==> src/inc/status_defines.svh <==
`ifndef STATUS_DEFINES_SVH
`define STATUS_DEFINES_SVH
`define BIT_MSG_WAIT 4
`define BIT_EVENT_SUM 5
`define BIT_SVC_REQ 6
`define EV_OPC 0
`define EV_QYE 2
`define EV_DDE 3
`define EV_EXE 4
`define EV_CME 5
`define EV_PON 7
`define EV_USED_MASK 8'hBD
`define SRE_RESET 8'h00
`define ESE_RESET 8'h00
`define ERRQ_DEPTH 4
`define ERRQ_AW 2
`define ERR_NONE 16'h0000
`endif

==> src/inc/status_pkg.sv <==
package status_pkg;
  typedef struct packed {
    logic [7:0] sre;
    logic [7:0] ese;
    logic [7:0] esr;
    logic req_flag;
  } stat_t;
  typedef struct packed {
    logic [3:0][15:0] mem;
    logic [1:0] rd;
    logic [1:0] wr;
    logic [2:0] cnt;
    logic [15:0] out;
  } errq_t;
endpackage

==> src/design/error_queue.sv <==
`timescale 1ns/100ps
`include "status_defines.svh"
module error_queue (
  input wire logic clk_sys,
  input wire logic rstn,
  input wire logic push,
  input wire logic [15:0] push_code,
  input wire logic pop,
  output logic [15:0] err_code,
  output logic empty,
  output logic full
);
  status_pkg::errq_t s_r, s_nxt;
  always_comb
  begin
    s_nxt = s_r;
    if (pop)
    begin
      // oldest first, zero code when empty
      if (s_r.cnt != 3'h0)
      begin
        s_nxt.out = s_r.mem[s_r.rd];
        s_nxt.rd = s_r.rd + 2'h1;
      end
      else
        s_nxt.out = `ERR_NONE;
    end
    // a full queue drops new entries so the oldest survive
    if (push && s_r.cnt != 3'(`ERRQ_DEPTH))
    begin
      s_nxt.mem[s_r.wr] = push_code;
      s_nxt.wr = s_r.wr + 2'h1;
    end
    s_nxt.cnt = s_r.cnt + 3'(push && s_r.cnt != 3'(`ERRQ_DEPTH)) - 3'(pop && s_r.cnt != 3'h0);
  end
  always_ff @(posedge clk_sys or negedge rstn)
    if (!rstn)
      s_r <= '0;
    else
      s_r <= s_nxt;
  assign err_code = s_r.out;
  assign empty = s_r.cnt == 3'h0;
  assign full = s_r.cnt == 3'(`ERRQ_DEPTH);
  property p_fifo_head;
    @(posedge clk_sys) disable iff (!rstn)
    pop && s_r.cnt != 3'h0 |=> err_code == $past(s_r.mem[s_r.rd]);
  endproperty
  a_fifo_head: assert property (p_fifo_head) else $error("error queue head not returned");
  property p_empty_zero;
    @(posedge clk_sys) disable iff (!rstn)
    pop && s_r.cnt == 3'h0 |=> err_code == `ERR_NONE;
  endproperty
  a_empty_zero: assert property (p_empty_zero) else $error("empty error queue gave nonzero");
endmodule

==> src/design/status_byte.sv <==
// Operation
// - bit 4 is one while the output queue holds unread data.
// - bit 5 set when any enabled standard event bit is set.
// - on a service condition set bit 6 and assert the service request line.
// - serial poll returns request flag in bit 6; query returns master summary.
// - request flag and master summary always equal.
// - master summary asserted while any reason for service is pending.
// - error query returns oldest queue entry, then removes it.
// - empty error queue answers code zero, no error.
// - eight-bit enable mask selects which summary bits request service.
// - event bits ANDed with enables and ORed into bit 5.
// - event bits at 0,2,3,4,5,7; others read zero.
`timescale 1ns/100ps
`include "status_defines.svh"
module status_byte (
  input wire logic clk_sys,
  input wire logic rstn,
  input wire logic msg_pending_pin,
  input wire logic [7:0] event_set,
  input wire logic sre_we,
  input wire logic [7:0] sre_wdata,
  input wire logic ese_we,
  input wire logic [7:0] ese_wdata,
  input wire logic esr_read,
  input wire logic serial_poll_read,
  input wire logic stb_query,
  input wire logic err_push,
  input wire logic [15:0] err_push_code,
  input wire logic err_query,
  output logic [7:0] poll_byte,
  output logic [7:0] stb_byte,
  output logic [7:0] esr_byte,
  output logic [7:0] sre_byte,
  output logic [7:0] ese_byte,
  output logic [15:0] err_code,
  output logic err_empty,
  output logic err_full,
  output logic srq
);
  status_pkg::stat_t s_r, s_nxt;
  logic msg_wait_s1_r, msg_wait_s2_r;
  logic msg_wait_r;
  logic [7:0] summary;
  logic [7:0] summary_nxt;
  logic master_sum;
  logic event_sum;
  logic [7:0] poll_r, stb_r;

  function automatic logic masked_or(input logic [7:0] v, input logic [7:0] m);
    masked_or = |(v & m);
  endfunction

  // bit 6 stays zero so the request flag never feeds itself
  function automatic logic [7:0] build_summary(input logic pending, input logic [7:0] events,
    input logic [7:0] enables);
    logic [7:0] b;
    b = 8'h00;
    b[`BIT_MSG_WAIT] = pending;
    b[`BIT_EVENT_SUM] = masked_or(events, enables);
    return b;
  endfunction

  // the pending flag comes from the output queue logic elsewhere; synchronise
  always_ff @(posedge clk_sys or negedge rstn)
    if (!rstn)
    begin
      msg_wait_s1_r <= 1'b0;
      msg_wait_s2_r <= 1'b0;
    end
    else
    begin
      msg_wait_s1_r <= msg_pending_pin;
      msg_wait_s2_r <= msg_wait_s1_r;
    end

  // one extra stage: the request flag sees the level a cycle early, costing one cycle of latency
  always_ff @(posedge clk_sys or negedge rstn)
    if (!rstn)
      msg_wait_r <= 1'b0;
    else
      msg_wait_r <= msg_wait_s2_r;

  assign event_sum = masked_or(s_r.esr, s_r.ese);
  assign summary = build_summary(msg_wait_r, s_r.esr, s_r.ese);
  assign master_sum = masked_or(summary, s_r.sre);

  always_comb
  begin
    s_nxt = s_r;
    summary_nxt = 8'h00;
    if (sre_we)
      s_nxt.sre = sre_wdata;
    if (ese_we)
      s_nxt.ese = ese_wdata;
    // reading clears; a new event in the same cycle still lands
    if (esr_read)
      s_nxt.esr = 8'h00;
    s_nxt.esr = s_nxt.esr | (event_set & `EV_USED_MASK);
    // built from next-state values, so the flag equals the master summary in every cycle
    summary_nxt = build_summary(msg_wait_s2_r, s_nxt.esr, s_nxt.ese);
    s_nxt.req_flag = masked_or(summary_nxt, s_nxt.sre);
  end

  always_ff @(posedge clk_sys or negedge rstn)
    if (!rstn)
    begin
      s_r <= '0;
      poll_r <= 8'h00;
      stb_r <= 8'h00;
    end
    else
    begin
      s_r <= s_nxt;
      if (serial_poll_read)
        poll_r <= summary | {1'b0, s_r.req_flag, 6'h00};
      if (stb_query)
        stb_r <= summary | {1'b0, master_sum, 6'h00};
    end

  assign poll_byte = poll_r;
  assign stb_byte = stb_r;
  assign esr_byte = s_r.esr;
  assign sre_byte = s_r.sre;
  assign ese_byte = s_r.ese;
  assign srq = s_r.req_flag;

  error_queue u_errq (
    .clk_sys(clk_sys),
    .rstn(rstn),
    .push(err_push),
    .push_code(err_push_code),
    .pop(err_query),
    .err_code(err_code),
    .empty(err_empty),
    .full(err_full)
  );

  // checks on the summary byte and its two read paths
  property p_msg_wait;
    @(posedge clk_sys) disable iff (!rstn)
    stb_query |=> stb_byte[`BIT_MSG_WAIT] == $past(msg_wait_r);
  endproperty
  a_msg_wait: assert property (p_msg_wait) else $error("bit 4 does not follow pending message");

  property p_event_sum;
    @(posedge clk_sys) disable iff (!rstn)
    (event_set & ese_byte & `EV_USED_MASK) != 8'h00 && !ese_we |=> event_sum;
  endproperty
  a_event_sum: assert property (p_event_sum) else $error("enabled event lost from bit 5");

  property p_esr_hold;
    @(posedge clk_sys) disable iff (!rstn)
    !esr_read |=> (esr_byte & $past(esr_byte)) == $past(esr_byte);
  endproperty
  a_esr_hold: assert property (p_esr_hold) else $error("event bit lost without a read");

  property p_stb_event;
    @(posedge clk_sys) disable iff (!rstn)
    stb_query |=> stb_byte[`BIT_EVENT_SUM] == $past(event_sum);
  endproperty
  a_stb_event: assert property (p_stb_event) else $error("bit 5 does not follow event summary");

  property p_srq;
    @(posedge clk_sys) disable iff (!rstn)
    master_sum |-> srq;
  endproperty
  a_srq: assert property (p_srq) else $error("service request not raised");

  property p_poll;
    @(posedge clk_sys) disable iff (!rstn)
    serial_poll_read |=> poll_byte[`BIT_SVC_REQ] == $past(srq);
  endproperty
  a_poll: assert property (p_poll) else $error("poll bit 6 not request flag");

  property p_stb_master;
    @(posedge clk_sys) disable iff (!rstn)
    stb_query |=> stb_byte[`BIT_SVC_REQ] == $past(master_sum);
  endproperty
  a_stb_master: assert property (p_stb_master) else $error("query bit 6 not master summary");

  property p_eq;
    @(posedge clk_sys) disable iff (!rstn)
    srq == master_sum;
  endproperty
  a_eq: assert property (p_eq) else $error("request and master summary differ");

  property p_master;
    @(posedge clk_sys) disable iff (!rstn)
    master_sum == ((event_sum & sre_byte[5]) | (msg_wait_r & sre_byte[4]));
  endproperty
  a_master: assert property (p_master) else $error("master summary wrong");

  property p_zero;
    @(posedge clk_sys) disable iff (!rstn)
    stb_query |=> (stb_byte & 8'h8F) == 8'h00;
  endproperty
  a_zero: assert property (p_zero) else $error("unused status bits not zero");

  property p_poll_zero;
    @(posedge clk_sys) disable iff (!rstn)
    serial_poll_read |=> (poll_byte & 8'h8F) == 8'h00;
  endproperty
  a_poll_zero: assert property (p_poll_zero) else $error("unused poll bits not zero");

  property p_ev;
    @(posedge clk_sys) disable iff (!rstn)
    (esr_byte & 8'h42) == 8'h00;
  endproperty
  a_ev: assert property (p_ev) else $error("unused event bit set");

  // main scenarios
  c_srq: cover property (@(posedge clk_sys) disable iff (!rstn) $rose(srq));
  c_poll: cover property (@(posedge clk_sys) disable iff (!rstn) serial_poll_read && srq);
  c_err: cover property (@(posedge clk_sys) disable iff (!rstn) err_query && !err_empty);
  c_stb_req: cover property (@(posedge clk_sys) disable iff (!rstn) stb_query && master_sum);
  c_event: cover property (@(posedge clk_sys) disable iff (!rstn) $rose(event_sum));
endmodule

==> config.mk <==
export PLATFORM = sky130hd
export DESIGN_NAME = status_byte
export DESIGN_NICKNAME = d
export VERILOG_FILES = /design/src/inc/status_pkg.sv /design/src/design/error_queue.sv /design/src/design/status_byte.sv
export VERILOG_INCLUDE_DIRS = /design/src /design/src/inc
export SDC_FILE = /design/constraint.sdc
export NUM_CORES = 1
export LEC_CHECK = 0
export ABC_AREA = 1
export BUFFER_PORTS_ARGS = -buffer_cell sky130_fd_sc_hd__buf_4
export CAP_MARGIN = 25
export CORE_ASPECT_RATIO = 2
export CORE_MARGIN = 3
export CORE_UTILIZATION = 50
export DETAILED_ROUTE_END_ITERATION = 7
export GPL_TIMING_DRIVEN = 0
export PLACE_DENSITY = 0.76
export SLEW_MARGIN = 20
export SYNTH_ARGS = -nofsm -noshare
export SYNTH_HDL_FRONTEND = slang
export SYNTH_SLANG_ARGS = --single-unit
==> constraint.sdc <==
create_clock -name clk_sys -period 2 [get_ports clk_sys]
set_input_delay 0.1 -clock clk_sys [delete_from_list [all_inputs] [get_ports clk_sys]]
set_output_delay 0.1 -clock clk_sys [all_outputs]
set_load 0.1 [all_outputs]
# ---- After elaboration in Yosys (flattened, before gate mapping)
# Cells that the tools add are included.
dict set report word_totals {
  wordCells 52
  out_inout_bits 59
  in_bits 50
  regBits 131
}
dict set report classes {
  eq_ne 2
  n_mux 9
  n_addsub 4
  reduce_logical 10
  n_lt_le_gt_ge 3
  bitwise 7
}
# cell n
set op_table {}
lappend op_table {{bitwise mux 64 bit} 1}
lappend op_table {{two-way mux 16 bit} 3}
lappend op_table {{binary-select mux 16 bit (select 2 bit)} 1}
lappend op_table {{demux 16 bit (select 2 bit)} 1}
lappend op_table {{OR reduction 8 bit} 4}
lappend op_table {{two-way mux 8 bit} 3}
lappend op_table {{AND 6 x 8 -> 8 bit} 2}
lappend op_table {{AND 8 bit} 2}
lappend op_table {{bitwise OR 6 x 7 -> 7 bit} 2}
lappend op_table {{bitwise OR 8 bit} 1}
lappend op_table {{< comparator 2 x 3 -> 1 bit, second input constant} 2}
lappend op_table {{adder 2 x 1 -> 2 bit, second input constant} 2}
lappend op_table {{adder 3 x 1 -> 3 bit} 1}
lappend op_table {{== test 3 bit, second input constant} 1}
lappend op_table {{logical AND 1 bit} 3}
lappend op_table {{zero test 3 bit} 1}
lappend op_table {{!= test 3 bit, second input constant} 1}
lappend op_table {{nonzero test 3 bit} 1}
lappend op_table {{subtractor 3 x 1 -> 3 bit} 1}
lappend op_table {{greater-or-equal comparator 2 x 1 -> 1 bit, second input constant} 1}
lappend op_table {{AND reduction 2 bit} 1}

# ---- Depth between registers and ports, before layout
# Gate-level depths: netlist of run 1.
dict set report depth {
  depth_word 6
  mapped_depth 10
  depth_no_buf 9
}

# ---- Hierarchy
# From an unflattened synthesis of run 1, not the netlist that was laid out.
dict set report hier_totals {
  cells_unflattened 674
  hier_area_um2 5774.3
}
# module area_per_inst_um2 n_inst seq_area_each_um2 cells_per_inst
set by_module_without_submodules {}
lappend by_module_without_submodules {error_queue 4257.8 1 2177.1 516}
lappend by_module_without_submodules {status_byte 1516.5 1 850.8 158}

# ---- Least setup slack after synthesis of run 1
# Ideal clock, no wire load.
dict set report synth_path {
  path_type {reg2reg}
  start {register u_errq.s_r[17] (netlist name)}
  end {register u_errq.s_r[18] (netlist name)}
  required_ns 1.871
  arrival_time_ns 1.856
  stages_incl_launch_ff 11
  path_slack_ns 0.015
  n_path_buf 1
  period_less_slack_ns 1.985
  setup_ns 0.129
  cell_sequence {dfrtp_1 > inv_2 > nand3_1 > nand2_2 > inv_4 > buf_6 > ha_1 > inv_1 > ha_1 > fa_1 > xor2_1}
}
# element line
set synth_rtl {}
lappend synth_rtl {{start, declared} error_queue.sv:13} ;# status_pkg::errq_t s_r, s_nxt;
lappend synth_rtl {{start signal, assigned} error_queue.sv:40} ;# s_r <= s_nxt;

==> run_results.csv, run 1 <==
group,metric,value,unit
sta,fmaxAchievable,0.521,GHz
routing,antenna_left,0,
placement,numPlacedInstances,835,
final_layout,final_cell_mix,"160 x nand2_1, 126 x buf_4, 121 x dfrtp_1",
routing,drc_errors,0,
pwr,clkPwrFrac,23.4,%
pwr,p_leak,3.83,nW
sta,final-max-slew-violation-count,0,
floorplan,coreArea,10900,um^2
worst_hold_path,min_path_type,"input port to register",
logic_synthesis,synthMuxAreaShare,1.41,%
grt,antenna_found_initial,0,
setup_path,cp.arrival,2210,ps
final_layout,ff_latch_area,3030,um^2
floorplan,ios,109,
sta,relSlewSlack,36.0,%
sta,finalSetupViolCount,0,
routing,viasPerCell,5.06,
final_layout,diodes,0,
setup_path,endpoint_kind,"register",
routing,avgRoutedWirePerCell,16.0,um
clock_tree,h-tree-depth,4,
sta,worst_slew_pin_slew,959,ps
status,status,"finished, final reports clean",
logic_synthesis,netlist_area,5610,um^2
logic_synthesis,synth_compound_area_share,16.0,%
routing,drtIter0Drc,264,
final_layout,syn2layout_area_growth,33.2,%
floorplan,die_w,80.9,um
floorplan,die_y,156,um
grt,gr-total-overflow,0,
final_layout,final_common_cell,"nand2_1",
setup_path,crit_chain,"inv_2 > nand3_2 > nand2_4 > inv_6 > ha_1 > inv_1 > ha_1 > fa_2 > xor2_1",
logic_synthesis,ys_ff_latch,121,
pwr,seqPwrFrac,31.1,%
clock_tree,cts_tree,"built",
logic_synthesis,synth_top_family_by_area,"compound AO/OA/AOI/OAI gates",
grt,groute.usage.overall,24.1,%
routing,num_vias,4567,
clock_tree,cts.sinks,121,
job,maxCapViolCount,0,
sta,period_minus_slack,1920,ps
sta,min_period_over_period,96.0,%
setup_path,cpPeakStageDelay,390,ps
floorplan,dieArea,12600,um^2
grt,grt_first_pass_wirelength,23000,um
final_layout,nets,808,
setup_path,critPathMaxFanout,18,
pwr,intPower,7.00,mW
clock_tree,clk_latency,410,ps
sta,finClkSkew,5.04,ps
final_layout,drive_above_1_share,33.6,%
floorplan,num_rows,54,
clock_tree,clockBufferDepth,2,
placement,gp_congestion,0.828,
logic_synthesis,synthCells,592,
sta,setup_tns,0,ps
pwr,p_switching,5.36,mW
pwr,comb_power_share,45.5,%
setup_path,crit_required,2290,ps
logic_synthesis,ys_types,27,
setup_path,cp_slowest_cell,"dfrtp_1",
final_layout,multi_input_area,1990,um^2
clock_tree,cts_buffers,17,
logic_synthesis,synth-warning-count,0,
routing,routed_wl,14400,um
logic_synthesis,synthSimpleGateAreaFrac,14.9,%
logic_synthesis,synthAdderAreaFrac,1.70,%
placement,port_buffers,94,
final_layout,stdcell_count,903,
clock_tree,clkTransAtPathRegs,50,ps
logic_synthesis,seq_area_frac_synth,54.0,%
grt,grt_pass1_vias,4886,
logic_synthesis,synth_xor_xnor_area_share,0.625,%
clock_tree,root_buffer,"clkbuf_16",
setup_path,critical_path_class,"register to register",
grt,grt_max_degree,122,
pwr,swShare,43.4,%
pwr,ir_worst_vdd,0.959,mV
final_layout,nFillCells,843,
floorplan,start_util,51.2,%
setup_path,cp_common_cell,"ha_1",
routing,drt-pass1-iter-count,5,
placement,dp_hpwl,9710,um
sta,hold_violations,0,
setup_path,worst_setup_path_start_kind,"register",
logic_synthesis,avgSynthCellArea,9.47,um^2
pwr,power-per-cell-area,1650,nW/um^2
==> layout make-up <==
class,count,area share (%)
inverter,60,3.18
buffer,49,5.24
tap,140,2.34
sequential,121,40.5
clock inverter,13,1.74
multi-input combinational,370,26.6
clock buffer,18,5.88
timing repair buffer,132,14.5
==> cell families (layout without fill, tap and decap cells) <==
group	Yosys count	in the layout
simple gates	209	209
xor+xnor	4	4
buf+inv	110	272
fa+ha+maj	7	7
other cells	1	10
mux	7	7
compound gates	133	133
flops	121	121
==> synthesized netlist by cell type <==
cell type  number  area share, %
o22ai_1        16            1.8
nor2_1         40            2.7
nand3_2         1           0.18
buf_6          13            2.6
o21ai_1        52            4.6
inv_8           1           0.20
nand2_2         1           0.11
o21ai_2        54            8.4
xnor2_1         1           0.16
inv_4           1           0.11
nor2_2          1           0.11
nand3_1         1          0.089
dfrtp_1       121             54
xor2_1          3           0.47
buf_4          29            3.9
nand2_4         5            1.0
a22o_1          2           0.31
inv_1          52            3.5
nand2_1       160             11
conb_1          1          0.067
o21ai_0         9           0.80
inv_2           6           0.40
mux2_2          7            1.4
buf_2           7           0.62
clkbuf_1        1          0.067
fa_1            1           0.36
ha_1            6            1.3
==> per-stage QoR <==
| step | setup slack (ps) | hold slack [ps] | util [%] | cell area [um^2] | power [mW] |
|---|---|---|---|---|---|
| 5_1_grt | -2.28 | 23.4 | 68.3 | 7470 | 13.0 |
| 6_report | 80.8 | 5.28 | 68.3 | 7470 | 12.4 |
| 2_1_floorplan | 15.3 | -196 | - | 5640 | 8.06 |
| 3_5_place_dp | -174 | 212 | 59.6 | 6530 | 9.31 |
| 3_3_place_gp | -131 | 213 | 59.6 | 6520 | 9.13 |
| 4_1_cts | 68.2 | 0.268 | 68.2 | 7460 | 12.4 |
==> worst paths after layout <==
path                                   from        endpoint  slack, ps  depth (start not counted)
max                          u_errq.s_r[17]  u_errq.s_r[18]         80                          9
min                        err_push_code[0]  u_errq.s_r[71]          5                          3
max reg2reg                  u_errq.s_r[17]  u_errq.s_r[18]         80                          9
min reg2reg                   msg_wait_s1_r   msg_wait_s2_r        380                          0
max in group asynchronous              rstn  u_errq.s_r[21]        940                          2
min in group asynchronous              rstn     ese_byte[4]        360                          2
==> repair_timing <==
| item | in CTS | in global routing |
|---|---|---|
| endpoints found under the hold margin | 159 | 0 |
| setup endpoints to repair | 2 | 1 |
| setup buffers | 4 | 0 |
| pin swaps | 1 | 0 |
| gates resized for setup | 2 | 2 |
| hold buffers | 34 | 0 |
| gates cloned | 0 | 0 |
==> power groups by stage <==
stage	sequential (mW)	combinational [mW]	clock, mW
2_1_floorplan	4.15	3.91	0
3_3_place_gp	3.82	5.31	0
3_5_place_dp	3.86	5.45	0
4_1_cts	3.83	5.60	2.94
5_1_grt	3.93	6.04	3.06
6_report	3.85	5.62	2.90
==> sequential cells by signal, summed over array words and instances, names as in the netlist, 3 cells and up <==
signal	count
u_errq.s_r	71
poll_byte	3
ese_byte	8
stb_byte	3
esr_byte	8
sre_byte	8
u_errq.err_code	16
==> layer usage <==
layer	GRT usage, %	part of all wire, %	up-vias	routed length, um
met1	25.1	36	2158	5140
met2	43.4	54	206	7790
met3	6.18	6.6	39	956
met4	12.3	3.6	0	520
met5	0	0	-	0
li1	-	-	2164	-
==> worst max-delay path: cells and delay by family, from the launching register on <==
family	cells	cell delay, ps
xor+xnor	1	160
fa+ha+maj	3	820
buf+inv	3	190
flops	1	390
simple gates	2	240
No activity file was read; power rests on OpenSTA's default activity.
==> run 2: changes to the inputs <==
--- a/config.mk
+++ b/config.mk
@@ -11,10 +11,10 @@
 export CAP_MARGIN = 25
 export CORE_ASPECT_RATIO = 2
 export CORE_MARGIN = 3
-export CORE_UTILIZATION = 50
+export CORE_UTILIZATION = 25
 export DETAILED_ROUTE_END_ITERATION = 7
 export GPL_TIMING_DRIVEN = 0
-export PLACE_DENSITY = 0.76
+export HOLD_SLACK_MARGIN = 0.15
 export SLEW_MARGIN = 20
 export SYNTH_ARGS = -nofsm -noshare
 export SYNTH_HDL_FRONTEND = slang
==> constraint.sdc (replaced) <==
create_clock -name clk_sys -period 2 [get_ports clk_sys]
set_input_delay 0.2 -clock clk_sys [delete_from_list [all_inputs] [get_ports clk_sys]]
set_output_delay 0.2 -clock clk_sys [all_outputs]
set_load 0.1 [all_outputs]
==> run 2 against run 1 <==
Effect of this change:
- register-to-register slack better by 20 ps
- final cell count is 17% higher
- sequential power about the same
- clock-buffer cell count rose by 4
- combinational power about the same
- worst setup slack improved by 21 ps
==> run_results.csv, run 2 (synthesis results as in run 1) <==
group,metric,value,unit
status,status,"finished, final reports clean",
final_layout,final_common_cell,"nand2_1",
floorplan,die_w,112,um
final_layout,final_util,36.1,%
final_layout,syn2layout_area_growth,40.2,%
setup_path,endpoint_kind,"register",
worst_hold_path,min_path_type,"input port to register",
routing,drtIter0Drc,259,
routing,viasPerCell,4.26,
setup_path,critPathMaxFanout,18,
routing,num_vias,4509,
clock_tree,clkTransAtPathRegs,50,ps
setup_path,cp_common_cell,"ha_1",
setup_path,cp.arrival,2190,ps
sta,rsz0062_at_grt,"no",
clock_tree,cts_buffers,17,
sta,final-max-slew-violation-count,0,
setup_path,crit_family,"adder cells",
routing,avgRoutedWirePerCell,14.3,um
pwr,p_switching,5.31,mW
sta,fmaxAchievable,0.527,GHz
floorplan,start_util,25.8,%
grt,grt_pass1_vias,4640,
grt,gr-total-overflow,0,
pwr,comb_power_share,46.0,%
clock_tree,clk_latency,410,ps
floorplan,dieArea,24400,um^2
sta,min_period_over_period,94.9,%
pwr,ir_worst_vdd,0.666,mV
final_layout,largest_reg_flops,71,
grt,antenna_found_initial,0,
final_layout,nets,832,
routing,antenna_left,0,
grt,grt_first_pass_wirelength,24000,um
setup_path,critical_path_class,"register to register",
final_layout,largest-register,"u_errq.s_r",
floorplan,ios,109,
sta,worst_slew_pin_slew,523,ps
placement,gp_congestion,0.825,
setup_path,worst_setup_path_start_kind,"register",
setup_path,path_buf_inv,3,
sta,finalSetupViolCount,0,
floorplan,num_rows,76,
sta,period_minus_slack,1900,ps
clock_tree,cts_tree,"built",
setup_path,cp_slowest_cell,"dfrtp_1",
setup_path,crit_chain,"inv_2 > nand3_4 > nand2_4 > inv_6 > ha_1 > inv_1 > ha_1 > fa_1 > xor2_1",
placement,dp_hpwl,11200,um
pwr,swShare,43.3,%
sta,hold_violations,0,
pwr,intPower,6.94,mW
final_layout,drive_above_1_share,32.3,%
sta,finClkSkew,6.70,ps
routing,routed_wl,15100,um
placement,port_buffers,94,
placement,placed_cell_area,6720,um^2
placement,place_ws,-193,ps
floorplan,coreArea,21800,um^2
pwr,clkPwrFrac,22.8,%
sta,relSlewSlack,65.2,%
final_layout,nFillCells,2254,
setup_path,crit_required,2290,ps
final_layout,diodes,0,
clock_tree,cts.sinks,121,
pwr,p_leak,3.92,nW
routing,drt-pass1-iter-count,4,
grt,groute.usage.overall,12.7,%
job,maxCapViolCount,0,
pwr,power-per-cell-area,1560,nW/um^2
pwr,seqPwrFrac,31.2,%
final_layout,fin_area,7870,um^2
routing,drc_errors,0,
clock_tree,root_buffer,"clkbuf_16",
grt,grt_max_degree,78,
clock_tree,h-tree-depth,4,
setup_path,cpPeakStageDelay,370,ps
sta,fin_hold_ws,169,ps
final_layout,final_cell_mix,"160 x nand2_1, 127 x buf_4, 121 x dfrtp_1",
clock_tree,clockBufferDepth,2,
sta,worst_slack,102,ps
floorplan,die_y,218,um
sta,setup_tns,0,ps
## run 2: repair_timing
item | 4_1_cts | 5_1_grt
buffers inserted | 4 | 1
hold endpoints to repair | 136 | 0
cloned | 0 | 0
setup endpoints to repair | 2 | 1
hold buffers | 56 | 0
gates resized for setup | 1 | 4
pin swaps | 1 | 1
## run 2: final cells by class
type / instances / area [um^2] / area share, %
plain buffers: 49 / 392 / 4.98
clock buffers: 22 / 464 / 5.90
clock inverters: 8 / 73.8 / 0.938
inverters: 60 / 238 / 3.02
multi-input cells: 370 / 1990 / 25.4
flip-flops and latches: 121 / 3030 / 38.5
well taps: 273 / 342 / 4.34
repair buffers: 156 / 1340 / 17.0
## run 2: layer usage
layer	global-route usage, %	wire length [um]	up-vias
li1	-	-	2224
met1	12.3	5390	2147
met2	25.1	8750	117
met3	3.00	626	21
met4	5.48	367	0
met5	0	0	-
## run 2: stage by stage
stage / instances / power (mW)
3_3_place_gp: 968 / 9.27
6_report: 1059 / 12.3
2_1_floorplan: 601 / 8.06
4_1_cts: 1058 / 12.4
3_5_place_dp: 969 / 9.37
5_1_grt: 1059 / 13.0
## run 2: power groups by stage
stage	sequential [mW]	combinational [mW]	clock, mW
final	3.83	5.63	2.79
after global routing	3.92	6.10	2.99
after CTS	3.82	5.67	2.88
after detailed placement	3.86	5.51	0
after global placement	3.83	5.44	0
after floorplan	4.15	3.91	0
## run 2: worst reg2reg max path, cell delays in order (launching register included)
cell     delay, ps
dfrtp_1        370
inv_2           90
nand3_4        100
nand2_4         90
inv_6           80
ha_1           280
inv_1           40
ha_1           200
fa_1           370
xor2_1         170
## run 2: final timing paths
path	slack [ps]	depth (start not counted)	endpoint	from
hold reg to reg	350	0	msg_wait_s2_r	msg_wait_s1_r
hold / removal	170	3	u_errq.s_r[45]	err_push_code[6]
min in group asynchronous	290	2	u_errq.err_code[0]	rstn
setup / recovery	100	9	u_errq.s_r[18]	u_errq.s_r[16]
max in group asynchronous	940	3	sre_byte[0]	rstn
setup reg to reg	100	9	u_errq.s_r[18]	u_errq.s_r[16]
==> run 3: changes to the inputs <==
--- a/config.mk
+++ b/config.mk
@@ -12,10 +12,12 @@
 export CORE_ASPECT_RATIO = 2
 export CORE_MARGIN = 3
 export CORE_UTILIZATION = 25
+export CTS_BUF_LIST = sky130_fd_sc_hd__clkbuf_4 sky130_fd_sc_hd__clkbuf_8
 export DETAILED_ROUTE_END_ITERATION = 7
 export GPL_TIMING_DRIVEN = 0
 export HOLD_SLACK_MARGIN = 0.15
 export SLEW_MARGIN = 20
 export SYNTH_ARGS = -nofsm -noshare
 export SYNTH_HDL_FRONTEND = slang
+export SYNTH_HIERARCHICAL = 1
 export SYNTH_SLANG_ARGS = --single-unit
==> run 3 against run 2 <==
Effect of this change:
- register-to-register slack hardly changed
- sequential share of layout area is 1.3 points lower
- clock skew is 4.1 ps higher
- total power shrank 0.58%
- fmax decreased by 0.11%
- via count grew 15%
- global-route usage up 2.3 points
- critical path depth decreased by 3
- utilization shrank 0.34 points
- critical path type unchanged
==> run_results.csv, run 3 <==
group,metric,value,unit
status,status,"finished, final reports clean",
logic_synthesis,synth_area_leaders,"dfrtp_1 52%, nand2_1 19%, nand4_1 6.9%",
clock_tree,clkTransAtPathRegs,70,ps
sta,min_period_over_period,95.0,%
grt,grt_first_pass_wirelength,29000,um
setup_path,reg2reg_depth,6,
logic_synthesis,yosysTopAreaCellShare,52.4,%
setup_path,cpPeakStageDelay,480,ps
logic_synthesis,netlist_area,5770,um^2
final_layout,final_common_cell,"nand2_1",
pwr,ir_worst_vdd,0.521,mV
placement,dp_hpwl,13400,um
clock_tree,root_buffer,"clkbuf_8",
sta,rsz0062_at_grt,"no",
logic_synthesis,synthCells,674,
final_layout,nFillCells,2402,
floorplan,die_w,113,um
clock_tree,cts_buffers,17,
routing,num_vias,5178,
floorplan,start_util,25.4,%
clock_tree,cts_tree,"built",
logic_synthesis,synth_common_cells,"291 x nand2_1, 121 x dfrtp_1, 64 x nand4_1",
placement,gp_congestion,0.869,
placement,port_buffers,93,
clock_tree,clockBufferDepth,2,
pwr,comb_power_share,48.2,%
setup_path,endpoint_kind,"register",
final_layout,final_cell_mix,"290 x nand2_1, 132 x buf_4, 120 x dfrtp_1",
pwr,swShare,45.9,%
logic_synthesis,synth_edf_count,0,
setup_path,cp_slowest_cell,"clkbuf_1",
logic_synthesis,avgSynthCellArea,8.57,um^2
sta,relSlewSlack,58.8,%
setup_path,crit_family,"buffers and inverters",
setup_path,r2r_start,"u_errq/s_r[19]",
final_layout,syn2layout_area_growth,40.9,%
setup_path,cp.arrival,2280,ps
setup_path,critical_path_class,"register to register",
sta,fin_hold_ws,185,ps
sta,fmaxAchievable,0.526,GHz
floorplan,num_rows,78,
logic_synthesis,async_flop_share,100,%
setup_path,path_buf_inv,3,
routing,viasPerCell,4.43,
sta,period_minus_slack,1900,ps
sta,hold_violations,0,
pwr,intPower,6.59,mW
worst_hold_path,min_path_type,"input port to register",
setup_path,path_depth,6,
setup_path,crit_required,2380,ps
setup_path,endpoint,"u_errq/s_r[31]",
routing,drtIter0Drc,329,
clock_tree,cts.sinks,121,
sta,final-max-slew-violation-count,0,
logic_synthesis,synth-warning-count,6,
pwr,power,12.2,mW
pwr,seqPwrFrac,31.3,%
floorplan,dieArea,25100,um^2
sta,finClkSkew,10.8,ps
logic_synthesis,ys_ff_latch,121,
setup_path,crit_path_start,"u_errq/s_r[19]",
sta,finalSetupViolCount,0,
setup_path,worst_setup_path_start_kind,"register",
logic_synthesis,yosysMostFrequentCell,"nand2_1",
floorplan,die_y,221,um
clock_tree,h-tree-depth,4,
final_layout,drive_above_1_share,25.6,%
sta,worst_slew_pin_slew,618,ps
grt,grt_pass1_vias,5494,
grt,groute.usage.overall,15.0,%
final_layout,largest_reg_flops,71,
logic_synthesis,seq_area_frac_synth,52.4,%
setup_path,worstReg2RegEnd,"u_errq/s_r[31]",
routing,avgRoutedWirePerCell,15.6,um
setup_path,cp_common_cell,"clkbuf_1",
clock_tree,clk_latency,450,ps
final_layout,largest-register,"u_errq/s_r",
final_layout,diodes,0,
job,maxCapViolCount,0,
final_layout,final_util,35.8,%
pwr,power-per-cell-area,1500,nW/um^2
routing,routed_wl,18300,um
logic_synthesis,synth.largest_area_cell,"dfrtp_1",
grt,antenna_found_initial,0,
logic_synthesis,ys_types,27,
logic_synthesis,synthFlopType,"dfrtp_1",
pwr,clkPwrFrac,20.5,%
routing,drt-pass1-iter-count,4,
grt,gr-total-overflow,0,
pwr,p_leak,4.19,nW
setup_path,reg2reg_slack,100,ps
routing,drc_errors,0,
pwr,p_switching,5.60,mW
setup_path,critPathMaxFanout,10,
floorplan,ios,109,
setup_path,crit_chain,"inv_1 > ha_1 > clkbuf_1 > clkbuf_1 > nand4_1 > nand2_1",
grt,grt_max_degree,91,
final_layout,nets,932,
worst_hold_path,hold_depth,4,
sta,setup_tns,0,ps
floorplan,coreArea,22700,um^2
routing,antenna_left,0,
## run 3: cell count changes in the layout (fill, tap and decap cells not counted), sizes merged
cell,delta
a21oi,+1
buf,+11
bufinv,+3
clkbuf,+11
clkinv,-2
dlygate4sd3,+13
inv,-33
nand2,+144
nand3,+51
nand4,+64
nor2,-34
o21ai,-112
o22ai,-16
xnor2,+1
## run 3: final cells by class
class	count	area [um^2]	area share, %
clock buffer	22	284	3.49
clock inverter	10	166	2.04
sequential	121	3030	37.2
multi-input combinational	469	2270	28.0
buffer	65	402	4.94
tap	280	350	4.31
inverter	26	105	1.29
timing repair buffer	175	1530	18.8
## run 3: cells by family (layout without fill, tap and decap cells)
logic type | after synthesis | count (layout) | share of synthesized area (%)
DFF | 121 | 121 | 52.4
muxes | 7 | 7 | 1.62
AOI/OAI and AO/OA | 6 | 6 | 0.845
buffers and inverters | 93 | 298 | 8.84
and+or+nand+nor | 434 | 434 | 33.8
other | 1 | 10 | 0.0649
adders and majority gates | 7 | 7 | 1.65
xor gates and xnor gates | 5 | 5 | 0.759
## run 3: how the worst min path moves through the flow
| stage | from | endpoint | slack [ps] |
|---|---|---|---|
| 2_1_floorplan | rstn | ese_byte[0] | -100 |
| 3_3_place_gp | msg_pending_pin | msg_wait_s1_r | 310 |
| 3_5_place_dp | rstn | sre_byte[6] | 90 |
| 4_1_cts | sre_we | srq | 150 |
| 5_1_grt | sre_we | srq | 180 |
| 6_report | sre_we | srq | 190 |
## run 3: tightest hold or removal path, cell delays in order
cell and delay, ps:
buf_6 130, mux2_8 170, nand2_1 40, nand2_1 40
## run 3: stage by stage
stage	cell area [um^2]	instances	setup slack, ps
2_1_floorplan	5810	683	53.1
3_3_place_gp	6860	1056	-133
3_5_place_dp	6890	1057	-142
4_1_cts	8100	1164	12.0
5_1_grt	8140	1168	1.42
6_report	8140	1168	99.7
## run 3: power by group through the flow
| stage | Combinational [mW] | Clock (mW) | Sequential (mW) |
|---|---|---|---|
| after global placement | 5.47 | 0 | 3.83 |
| after detailed placement | 5.55 | 0 | 3.86 |
| after CTS | 5.82 | 2.60 | 3.81 |
| after floorplan | 3.75 | 0 | 4.15 |
| after global routing | 6.33 | 2.70 | 3.92 |
| final | 5.87 | 2.50 | 3.81 |
## run 3: per-layer routing
metal,track usage (%),share of wire [%],vias up
li1,-,-,2552
met1,13.9,34,2403
met2,29.1,58,170
met3,3.26,4.1,53
met4,8.54,4.6,0
met5,0,0,-
## run 3: timing repair
item / in CTS / in global routing
endpoints found under the hold margin: 225 / 0
setup buffers: 7 / 5
gates resized for setup: 7 / 1
gates cloned: 0 / 0
endpoints found under the setup margin: 3 / 4
pin swaps: 3 / 1
hold buffers: 69 / 0
